### src/hw/smrb_map.svh
// Purpose: Offsets, field positions and reset values of the system misc register bank
// Assumes: 16-bit registers addressed by word index on a plain strobe port
// Notes:   Included by the bank top, the port checker and the bench
//
// Contract
// - Four 16-bit scratch words clear only on power-on reset, no hardware function.
// - Upper id register returns fixed upper 16 bits of scan id; writes ignored.
// - Lower id register returns fixed lower 16 bits, constant from reset; writes ignored.
// - Pull-up disable bit 1 turns off group pull-ups; resets to zero.
// - Bit 14 fault A3, bit 13 CAN receive, bit 12 memory mode input.
// - Bit 11 reset, 10 interrupts, 9 boot, 8 fault B, 7 faults A0-A2.
// - Bit 5 bus write/read strobes, bit 3 scan reset, mode and data-in pins.
// - Reserved bits read zero and ignore writes.
// - Clock-out disable low drives selected clock, high floats pin; resets to one.
// - Select codes 0, 7, 8, 11, 13, 17 route main clocks; field resets to zero.
// - Codes 1 through 6 route internal test clocks.
// - Bit 9 puts oscillator on pin B7, bit 8 secondary system clock on B6.
// - Bit 7 puts system clock on pin B5, bit 6 prescaler clock on B4.
// - Alternate bits act only in peripheral mode; zero selects address lines.
`ifndef SMRB_MAP_SVH
`define SMRB_MAP_SVH

// Register word offsets
`define SMRB_OFS_SCRATCH0     4'h2
`define SMRB_OFS_SCRATCH1     4'h3
`define SMRB_OFS_SCRATCH2     4'h4
`define SMRB_OFS_SCRATCH3     4'h5
`define SMRB_OFS_ID_HIGH      4'h6
`define SMRB_OFS_ID_LOW       4'h7
`define SMRB_OFS_PULLUP       4'h8
`define SMRB_OFS_CLKOUT       4'ha

// Writable-bit masks and reset values
`define SMRB_PULLUP_MASK      16'h7fa8
`define SMRB_PULLUP_RESET     16'h0000
`define SMRB_CLKOUT_MASK      16'h03ff
`define SMRB_CLKOUT_RESET     16'h0020
`define SMRB_SCRATCH_RESET    16'h0000
`define SMRB_ZERO_WORD        16'h0000

// Pull-up group bit positions
`define SMRB_PU_FAULT_A3      14
`define SMRB_PU_CAN_RX        13
`define SMRB_PU_MEM_MODE      12
`define SMRB_PU_RESET_PIN     11
`define SMRB_PU_IRQ_PINS      10
`define SMRB_PU_BOOT_PIN      9
`define SMRB_PU_FAULT_B       8
`define SMRB_PU_FAULT_A012    7
`define SMRB_PU_BUS_STROBES   5
`define SMRB_PU_SCAN_PINS     3

// Clock-out source codes
`define SMRB_SRC_SYSTEM       5'h00
`define SMRB_SRC_OSC          5'h07
`define SMRB_SRC_PLL          5'h08
`define SMRB_SRC_SYSCLK2      5'h0d
`define SMRB_SRC_PRESCALER    5'h0b
`define SMRB_SRC_CONV_B       5'h11
`define SMRB_SRC_COUNT        18

`endif

### src/hw/smrb_pkg.sv
// Purpose: Types of the system misc register bank
// Assumes: Constants live in smrb_map.svh
// Notes:   Field order of the struct matches the clock-out register bits
package smrb_pkg;

  typedef logic [15:0] smrb_word_t;

  typedef struct packed {
    logic [5:0] reserved;
    logic [3:0] pb_alt_select;     // [3]=pb7 .. [0]=pb4
    logic       clock_out_disable;
    logic [4:0] clock_out_source;
  } smrb_clkout_s;

  typedef struct packed {
    logic       fault_a3;
    logic       can_rx;
    logic       mem_mode;
    logic       reset_pin;
    logic       irq_pins;
    logic       boot_pin;
    logic       fault_b;
    logic       fault_a012;
    logic       bus_strobes;
    logic       scan_pins;
  } smrb_pullup_s;

endpackage

### src/hw/smrb_bank.sv
// Purpose: System misc register bank: scratch words, id words, pull-up and clock-out control
// Assumes: i_rst_n is the power-on reset; i_sys_rst_n is a synchronous system reset on i_clock
// Notes:   Clock outputs are combinational muxes of the supplied clocks
`timescale 1ns/1ps
`include "smrb_map.svh"

module smrb_bank #(
  parameter logic [15:0] ID_HIGH = 16'h0a5a,                  // Arbitrary value
  parameter logic [15:0] ID_LOW  = 16'h5a0a                   // Arbitrary value
) (
  input  wire logic                         i_clock,          // Bank clock
  input  wire logic                         i_rst_n,          // Power-on reset
  input  wire logic                         i_sys_rst_n,      // Pin, software or watchdog reset
  input  wire logic                         i_clk_en,         // Freezes all state when low
  input  wire logic [3:0]                   i_addr,           // Register word index
  input  wire logic [15:0]                  i_wdata,          // Write data
  input  wire logic                         i_wr,             // Write strobe
  input  wire logic                         i_rd,             // Read strobe
  output logic      [15:0]                  o_rdata,          // Read data, cycle after i_rd
  input  wire logic [`SMRB_SRC_COUNT-1:0]   i_clock_sources,  // Clocks indexed by select code
  input  wire logic [3:0]                   i_port_b_peripheral_enable, // Pins 7..4 peripheral mode
  input  wire logic [3:0]                   i_addr_hi,        // Address bits 23..20
  output logic      [3:0]                   o_pb_peripheral_out, // Pins 7..4 peripheral output
  output logic                              o_clock_out_pin,  // Clock-out pin value
  output logic                              o_clock_out_oe_n, // Clock-out enable, low drives
  output smrb_pkg::smrb_pullup_s            o_pullup_disable  // Group pull-up disables
);

  ////////////////////////////////////////////////////////////////////////////////
  // Write decode
  logic                 hit_wr_pullup;
  logic                 hit_wr_clkout;
  logic [3:0]           hit_wr_scratch;

  always_comb
  begin
    hit_wr_pullup  = i_wr && (i_addr == `SMRB_OFS_PULLUP);
    hit_wr_clkout  = i_wr && (i_addr == `SMRB_OFS_CLKOUT);
    hit_wr_scratch = 4'h0;
    if (i_wr && (i_addr == `SMRB_OFS_SCRATCH0))
    begin
      hit_wr_scratch = 4'h1;
    end
    else if (i_wr && (i_addr == `SMRB_OFS_SCRATCH1))
    begin
      hit_wr_scratch = 4'h2;
    end
    else if (i_wr && (i_addr == `SMRB_OFS_SCRATCH2))
    begin
      hit_wr_scratch = 4'h4;
    end
    else if (i_wr && (i_addr == `SMRB_OFS_SCRATCH3))
    begin
      hit_wr_scratch = 4'h8;
    end
  end

  ////////////////////////////////////////////////////////////////////////////////
  // Scratch words, cleared by power-on reset only
  smrb_pkg::smrb_word_t scratch_q [4];
  smrb_pkg::smrb_word_t scratch_d [4];

  always_comb
  begin
    for (int k = 0; k < 4; k++)
    begin
      scratch_d[k] = hit_wr_scratch[k] ? i_wdata : scratch_q[k];
    end
  end

  always_ff @(posedge i_clock or negedge i_rst_n)
  begin
    if (!i_rst_n)
    begin
      for (int k = 0; k < 4; k++)
      begin
        scratch_q[k] <= `SMRB_SCRATCH_RESET;
      end
    end
    else if (i_clk_en)
    begin
      for (int k = 0; k < 4; k++)
      begin
        scratch_q[k] <= scratch_d[k];
      end
    end
  end

  ////////////////////////////////////////////////////////////////////////////////
  // Control registers, loaded with their reset values by every reset
  smrb_pkg::smrb_word_t pullup_q;
  smrb_pkg::smrb_word_t pullup_d;
  smrb_pkg::smrb_word_t clkout_q;
  smrb_pkg::smrb_word_t clkout_d;

  always_comb
  begin
    pullup_d = pullup_q;
    clkout_d = clkout_q;
    if (!i_sys_rst_n)
    begin
      pullup_d = `SMRB_PULLUP_RESET;
      clkout_d = `SMRB_CLKOUT_RESET;
    end
    else
    begin
      if (hit_wr_pullup)
      begin
        pullup_d = i_wdata & `SMRB_PULLUP_MASK;
      end
      if (hit_wr_clkout)
      begin
        clkout_d = i_wdata & `SMRB_CLKOUT_MASK;
      end
    end
  end

  always_ff @(posedge i_clock or negedge i_rst_n)
  begin
    if (!i_rst_n)
    begin
      pullup_q <= `SMRB_PULLUP_RESET;
      clkout_q <= `SMRB_CLKOUT_RESET;
    end
    else if (i_clk_en)
    begin
      pullup_q <= pullup_d;
      clkout_q <= clkout_d;
    end
  end

  ////////////////////////////////////////////////////////////////////////////////
  // Read path, id words are constants and never written
  smrb_pkg::smrb_word_t rdata_q;
  smrb_pkg::smrb_word_t rdata_d;

  always_comb
  begin
    rdata_d = `SMRB_ZERO_WORD;
    if (!i_rd)
    begin
      rdata_d = `SMRB_ZERO_WORD;
    end
    else if (i_addr == `SMRB_OFS_SCRATCH0)
    begin
      rdata_d = scratch_q[0];
    end
    else if (i_addr == `SMRB_OFS_SCRATCH1)
    begin
      rdata_d = scratch_q[1];
    end
    else if (i_addr == `SMRB_OFS_SCRATCH2)
    begin
      rdata_d = scratch_q[2];
    end
    else if (i_addr == `SMRB_OFS_SCRATCH3)
    begin
      rdata_d = scratch_q[3];
    end
    else if (i_addr == `SMRB_OFS_ID_HIGH)
    begin
      rdata_d = ID_HIGH;
    end
    else if (i_addr == `SMRB_OFS_ID_LOW)
    begin
      rdata_d = ID_LOW;
    end
    else if (i_addr == `SMRB_OFS_PULLUP)
    begin
      rdata_d = pullup_q & `SMRB_PULLUP_MASK;
    end
    else if (i_addr == `SMRB_OFS_CLKOUT)
    begin
      rdata_d = clkout_q & `SMRB_CLKOUT_MASK;
    end
  end

  always_ff @(posedge i_clock or negedge i_rst_n)
  begin
    if (!i_rst_n)
    begin
      rdata_q <= `SMRB_ZERO_WORD;
    end
    else if (i_clk_en)
    begin
      rdata_q <= rdata_d;
    end
  end

  assign o_rdata = rdata_q;

  ////////////////////////////////////////////////////////////////////////////////
  // Pull-up group outputs
  always_comb
  begin
    o_pullup_disable.fault_a3    = pullup_q[`SMRB_PU_FAULT_A3];
    o_pullup_disable.can_rx      = pullup_q[`SMRB_PU_CAN_RX];
    o_pullup_disable.mem_mode    = pullup_q[`SMRB_PU_MEM_MODE];
    o_pullup_disable.reset_pin   = pullup_q[`SMRB_PU_RESET_PIN];
    o_pullup_disable.irq_pins    = pullup_q[`SMRB_PU_IRQ_PINS];
    o_pullup_disable.boot_pin    = pullup_q[`SMRB_PU_BOOT_PIN];
    o_pullup_disable.fault_b     = pullup_q[`SMRB_PU_FAULT_B];
    o_pullup_disable.fault_a012  = pullup_q[`SMRB_PU_FAULT_A012];
    o_pullup_disable.bus_strobes = pullup_q[`SMRB_PU_BUS_STROBES];
    o_pullup_disable.scan_pins   = pullup_q[`SMRB_PU_SCAN_PINS];
  end

  ////////////////////////////////////////////////////////////////////////////////
  // Clock-out mux and port-B alternate clocks
  smrb_pkg::smrb_clkout_s clkout_f;
  logic [3:0]             pb_alt_clock;

  always_comb
  begin
    clkout_f = smrb_pkg::smrb_clkout_s'(clkout_q);
    // Codes above the last source drive low
    if (clkout_f.clock_out_source <= `SMRB_SRC_CONV_B)
    begin
      o_clock_out_pin = i_clock_sources[clkout_f.clock_out_source];
    end
    else
    begin
      o_clock_out_pin = 1'b0;
    end
    o_clock_out_oe_n = clkout_f.clock_out_disable;
    pb_alt_clock = {i_clock_sources[`SMRB_SRC_OSC],
                    i_clock_sources[`SMRB_SRC_SYSCLK2],
                    i_clock_sources[`SMRB_SRC_SYSTEM],
                    i_clock_sources[`SMRB_SRC_PRESCALER]};
    for (int k = 0; k < 4; k++)
    begin
      if (!i_port_b_peripheral_enable[k])
      begin
        o_pb_peripheral_out[k] = 1'b0;
      end
      else if (clkout_f.pb_alt_select[k])
      begin
        o_pb_peripheral_out[k] = pb_alt_clock[k];
      end
      else
      begin
        o_pb_peripheral_out[k] = i_addr_hi[k];
      end
    end
  end

endmodule // smrb_bank

### config.mk
export PLATFORM = sky130hd
export DESIGN_NAME = smrb_bank
export DESIGN_NICKNAME = d
export VERILOG_FILES = /design/src/hw/smrb_pkg.sv /design/src/hw/smrb_bank.sv
export VERILOG_INCLUDE_DIRS = /design/src /design/src/hw
export SDC_FILE = /design/constraint.sdc
export NUM_CORES = 1
export LEC_CHECK = 0
export BUFFER_PORTS_ARGS = -buffer_cell sky130_fd_sc_hd__buf_2
export CAP_MARGIN = 10
export CORE_ASPECT_RATIO = 0.5
export CORE_UTILIZATION = 61
export DETAILED_ROUTE_END_ITERATION = 8
export PLACE_DENSITY_LB_ADDON = 0.08
export RECOVER_POWER = 100
export SLEW_MARGIN = 0
export SYNTH_ARGS = -nofsm -noshare
export SYNTH_HDL_FRONTEND = slang
export SYNTH_SLANG_ARGS = --single-unit
### constraint.sdc
create_clock -name i_clock -period 4.9 [get_ports i_clock]
set_input_delay 0.49 -clock i_clock [delete_from_list [all_inputs] [get_ports i_clock]]
set_output_delay 0.49 -clock i_clock [all_outputs]
set_load 0.02 [all_outputs]
## Word-level counts from Yosys, hierarchy flattened

Cells that the tools add are included.

- $lt $le $gt $ge: 2
- Equality and inequality tests: 10
- Muxes and demuxes: 28
- Reduce and logical (&&, ||, !) cells: 12

Operator list:

| cell | count |
|---|---|
| 2-to-1 mux 16 bit | 5 |
| 2-to-1 mux 15 bit | 5 |
| 2-to-1 mux 10 bit | 3 |
| == test 4 x 3 -> 1 bit, second input constant | 4 |
| 2-to-1 mux 4 bit | 4 |
| AND reduction 2 bit | 6 |
| 2-to-1 mux 1 bit | 10 |
| == test 4 x 2 -> 1 bit, second input constant | 2 |
| == test 4 bit, second input constant | 2 |
| logical AND 1 bit | 6 |
| < comparator 5 x 6 -> 1 bit, second input constant | 1 |
| binary-select mux 1 bit (select 5 bit) | 1 |
| <= comparator 5 bit, second input constant | 1 |
| inequality test 2 x 1 -> 1 bit, second input constant | 2 |

- Register bits: 105
- Output and inout bits: 32
- Word-level logic and storage cells: 59

## Logic depth before layout (Yosys ltp)

- Depth after elaboration: 10
- Gate-level depth with buffers: 8
- Depth with buffers taken out: 5

## Worst setup path before layout

OpenSTA, ideal clock, no wires.

- Path kind: register to output
- Start: register clkout_q[3], in the netlist clkout_f[3]
- End: output o_clock_out_pin
- Data arrival time: 1507 ps
- Required time: 4410 ps
- Path slack: 2903 ps
- Stages on the path, launching flop included: 7
- Path through: dfrtp_1 > clkbuf_1 > mux4_2 > mux2i_1 > nor3b_1 > a21oi_1 > o31ai_1

- Cells in the longest elaborated chain, start to end: 3
- Elaborated cells on any way between the ends: 4
- Those cells by class: 1 x order compare; 3 x mux

RTL lines:

| element | line | RTL |
|---|---|---|
| from (decl) | smrb_bank.sv:93 | `smrb_pkg::smrb_word_t clkout_q;` |
| from (signal assigned) | smrb_bank.sv:123 | `` clkout_q <= `SMRB_CLKOUT_RESET; `` |
| from (signal assigned) | smrb_bank.sv:128 | `clkout_q <= clkout_d;` |
| binary-select mux 1 bit (select 5 bit) | smrb_bank.sv:219 | `o_clock_out_pin = i_clock_sources[clkout_f.clock_out_source];` |
| 2-to-1 mux 1 bit (implied by the code) | smrb_bank.sv:219 |  |
| 2-to-1 mux 1 bit * | smrb_bank.sv:217 | `` if (clkout_f.clock_out_source <= `SMRB_SRC_CONV_B) `` |
| to (decl) | smrb_bank.sv:24 | `output logic o_clock_out_pin,` |

Every way passes the cells marked *; elsewhere a longest branch is shown, timed or not. The select of a mux whose other input is x is not followed.

## Worst setup path in the final report

- Start: input i_addr[2]
- End: register scratch_q[19] (netlist bit)

- Cells in the longest elaborated chain, start to end: 6
- Elaborated cells on any way between the ends: 10
- Those cells by class: 3 x eq/ne; 3 x mux; 4 x reduce/logical

RTL lines:

| element | line | RTL |
|---|---|---|
| from (decl) | smrb_bank.sv:15 | `input wire logic [3:0] i_addr,` |
| == test 4 x 3 -> 1 bit (no line) | n/a |  |
| logical AND 1 bit | smrb_bank.sv:48 | `` else if (i_wr && (i_addr == `SMRB_OFS_SCRATCH2)) `` |
| 2-to-1 mux 4 bit | smrb_bank.sv:48 |  |
| 2-to-1 mux 4 bit | smrb_bank.sv:44 | `` else if (i_wr && (i_addr == `SMRB_OFS_SCRATCH1)) `` |
| 2-to-1 mux 4 bit * | smrb_bank.sv:40 | `` if (i_wr && (i_addr == `SMRB_OFS_SCRATCH0)) `` |
| AND reduction 2 bit (no line) * | n/a |  |
| to (signal, indexed assignment) | smrb_bank.sv:77 | `` scratch_q[k] <= `SMRB_SCRATCH_RESET; `` |
| to (signal, indexed assignment) | smrb_bank.sv:84 | `scratch_q[k] <= scratch_d[k];` |
| to (decl) | smrb_bank.sv:60 | `smrb_pkg::smrb_word_t scratch_q [4];` |

Every way passes the cells marked *; elsewhere a longest branch is shown, timed or not.
A chain may end at the register's enable or synchronous reset.

==> impl_metrics.env <==
export IMPL_status="finished with violations"
export IMPL_violations="capacitance limit, slew limit"
export IMPL_post_cts_buffers=0
export IMPL_ctsResizeCount=0
export IMPL_synth_edff_count=0
export IMPL_drt_iter0_drc=383
export IMPL_postCtsHoldBufs=0
export IMPL_drc=0
export IMPL_synth_area_top_cells="dfrtp_1 50%, mux2_2 11%, a22o_1 3.4%, mux2_4 3.0%, mux2i_1 2.4%"
export IMPL_p_leak_nw=2.45
export IMPL_crit_family="simple AND/OR/NAND/NOR gates"
export IMPL_maxCapViolCount=1
export IMPL_io_buffers=83
export IMPL_avgSynthCellArea_um2=12.4
export IMPL_htree_levels=3
export IMPL_grt_pass1_vias=3831
export IMPL_synth_top_cell_by_area="dfrtp_1"
export IMPL_yosysMostFrequentCell="dfrtp_1"
export IMPL_gp_congestion=0.897
export IMPL_netlist_top_cells_count="99 x dfrtp_1, 48 x mux2_2, 21 x a21oi_1"
export IMPL_first_pass_iters=5
export IMPL_final_setup_viol_count=0
export IMPL_fin_cells=579
export IMPL_synthCells=400
export IMPL_cts_tree="yes"
export IMPL_antenna_cells=0
export IMPL_nets=520
export IMPL_row_count=22
export IMPL_slew_viol_final=58
export IMPL_ir_drop_uv=333
export IMPL_crit_fanout=20
export IMPL_drtAntennaViolNets=0
export IMPL_num_fill_cells=584
export IMPL_whs_ps=409
export IMPL_post_route_period_util_pct=66.0
export IMPL_grt_max_degree=58
export IMPL_cp_start_kind="input port"
export IMPL_overflow=0
export IMPL_fmax_mhz=309
export IMPL_die_area_um2=8510
export IMPL_power_density_nw_per_um2=357
export IMPL_hold_path_class="in2reg"
export IMPL_core_area_um2=7600
export IMPL_cts_sinks=100
export IMPL_antenna_found_initial=0
export IMPL_dominantRegCellSynth="dfrtp_1"
export IMPL_via_per_inst=6.51
export IMPL_crit_arrival_ps=3460
export IMPL_crit_slowest_cell="nand4_1"
export IMPL_ios=84
export IMPL_critPathMaxStageDelay_ps=1000
export IMPL_grt_total_usage_pct=33.4
export IMPL_reg2reg_from="clkout_f[1]$_DFFE_PN0P_"
export IMPL_power_mw=1.96
export IMPL_hold_violations=0
export IMPL_root_buffer="clkbuf_16"
export IMPL_insertion_delay_ps=350
export IMPL_area_growth_pct=10.5
export IMPL_endpoint_kind="flip-flop"
export IMPL_syn_nets=452
export IMPL_ys_async_sr_fraction_pct=100
export IMPL_layout_drive_gt1_share_pct=26.3
export IMPL_wl_mm=12.9
export IMPL_slew_headroom_pct=-103
export IMPL_rsz0062_at_grt="no"
export IMPL_place_hpwl_mm=8.60
export IMPL_worst_pin_slew_ps=3050
export IMPL_yosysWarnings=0
export IMPL_ys_seq_area_share_pct=50.5
export IMPL_critPathBufInv=1
export IMPL_period_needed_ps=3230
export IMPL_cts_buffers_inserted=9
export IMPL_fin_skew_ps=4.80
export IMPL_worst_setup_path_type="in2reg"
export IMPL_wire_per_inst_um=22.2
export IMPL_cp_cell_sequence="clkbuf_1 > nor2b_1 > nand4_1 > mux2_2"
export IMPL_synth_area_um2=4960
export IMPL_clk_pin_slew_ps=60
export IMPL_crit_start="i_addr[2]"
export IMPL_critPathRequiredTime_ps=5130
export IMPL_grt_pass1_wl_mm=20.3
export IMPL_ys_types=57
export IMPL_cts_buffer_depth=2
export IMPL_fp_dieH_um=65.8
export IMPL_fin_tns_setup_ps=0
export IMPL_hold_start="i_wdata[15]"
export IMPL_vias=3767
export IMPL_start_util_pct=65.3
export IMPL_ys_ff_latch=100
export IMPL_synth_top_area_share_pct=50.0
export IMPL_place_inst=565
export IMPL_die_width_um=130
==> cells in the final DEF (no fill, tap or decap), types with 2 or more instances in the layout <==
master     Yosys  routed
dfrtp_1       99      99
mux2_2        48      48
buf_2          8      48
clkbuf_1       6      36
a21oi_1       21      21
a22o_1        19      19
mux2_1        10      19
o21ai_0       18      18
inv_1         17      17
mux2i_1       12      12
nand2_1       10      12
nor2_1        10      10
clkbuf_16      0       9
nor2b_1        8       8
nand3_1        8       8
o221ai_1       8       8
o22ai_1        8       8
nand2b_1       7       7
a22oi_1        6       6
nand4_1        4       5
mux4_2         4       4
o32ai_1        4       4
o211ai_1       3       3
a32oi_1        3       3
clkbuf_8       0       3
nor4b_1        1       2
nor3b_1        2       2
and2b_1        2       2
nor3_1         2       2
nor2_8         2       2
o22a_1         2       2
==> sequential cells by signal (all words and copies together) (netlist names) <==
| register | cells |
|---|---|
| scratch_q | 64 |
| o_rdata | 16 |
| clkout_f | 10 |
| pullup_q | 10 |
==> report_power, final <==
part | internal, mW | total (mW) | switching, mW
combinational | 0.128 | 0.275 | 0.147
clock | 0.381 | 0.676 | 0.295
sequential | 0.938 | 1.01 | 0.0678
total | 1.45 | 1.96 | 0.510
==> metal layers <==
metal | global-route usage, % | share of wire [%] | vias up
met4 | 11.8 | 1.8 | 0
li1 | - | - | 1629
met2 | 52.4 | 46 | 216
met5 | 0 | 0 | -
met3 | 9.36 | 9.0 | 24
met1 | 45.0 | 43 | 1898
==> per-stage QoR <==
step / setup WS [ps] / instance area [µm²] / utilization, %
floorplan: 2900 / 4960 / -
global placement: 2170 / 5330 / 70.1
detailed placement: 2110 / 5330 / 70.1
CTS: 2320 / 5610 / 73.8
global route: 1260 / 5480 / 72.1
finish: 1670 / 5480 / 72.1
==> worst register-to-register path, stage by stage (launching register included) <==
cell and delay, ps:
dfrtp_1 500, nand2b_1 130, a21oi_1 60, o21ai_0 200, a41oi_1 190, mux2_2 300
==> worst paths after layout <==
| check | end | slack, ps | cells past startpoint |
|---|---|---|---|
| setup / recovery | scratch_q[19]$_DFFE_PN0P_ | 1670 | 4 |
| hold / removal | scratch_q[15]$_DFFE_PN0P_ | 410 | 2 |
| setup reg to reg | o_rdata[1]$_DFFE_PN0P_ | 3410 | 5 |
| hold reg to reg | clkout_f[5]$_DFFE_PN1P_ | 470 | 2 |
| max in group asynchronous | o_rdata[14]$_DFFE_PN0P_ | 1920 | 2 |
| min in group asynchronous | scratch_q[54]$_DFFE_PN0P_ | 1140 | 1 |
==> final cells by class <==
type / instances / area (µm²) / share of cell area (%)
clock buffer: 13 / 270 / 4.93
clock inverter: 1 / 7.51 / 0.137
inverter: 17 / 63.8 / 1.16
multi-input combinational: 256 / 2120 / 38.7
sequential: 100 / 2500 / 45.7
tap: 108 / 135 / 2.47
timing repair buffer: 84 / 379 / 6.92
==> cells by family after synthesis <==
group           count (synthesis)  synth area share [%]
simple gates                   69                  9.46
compound gates                103                  14.5
buf+inv                        44                  5.15
mux                            84                  20.4
flops                         100                  50.5
Power figures use the tool's default switching activity.
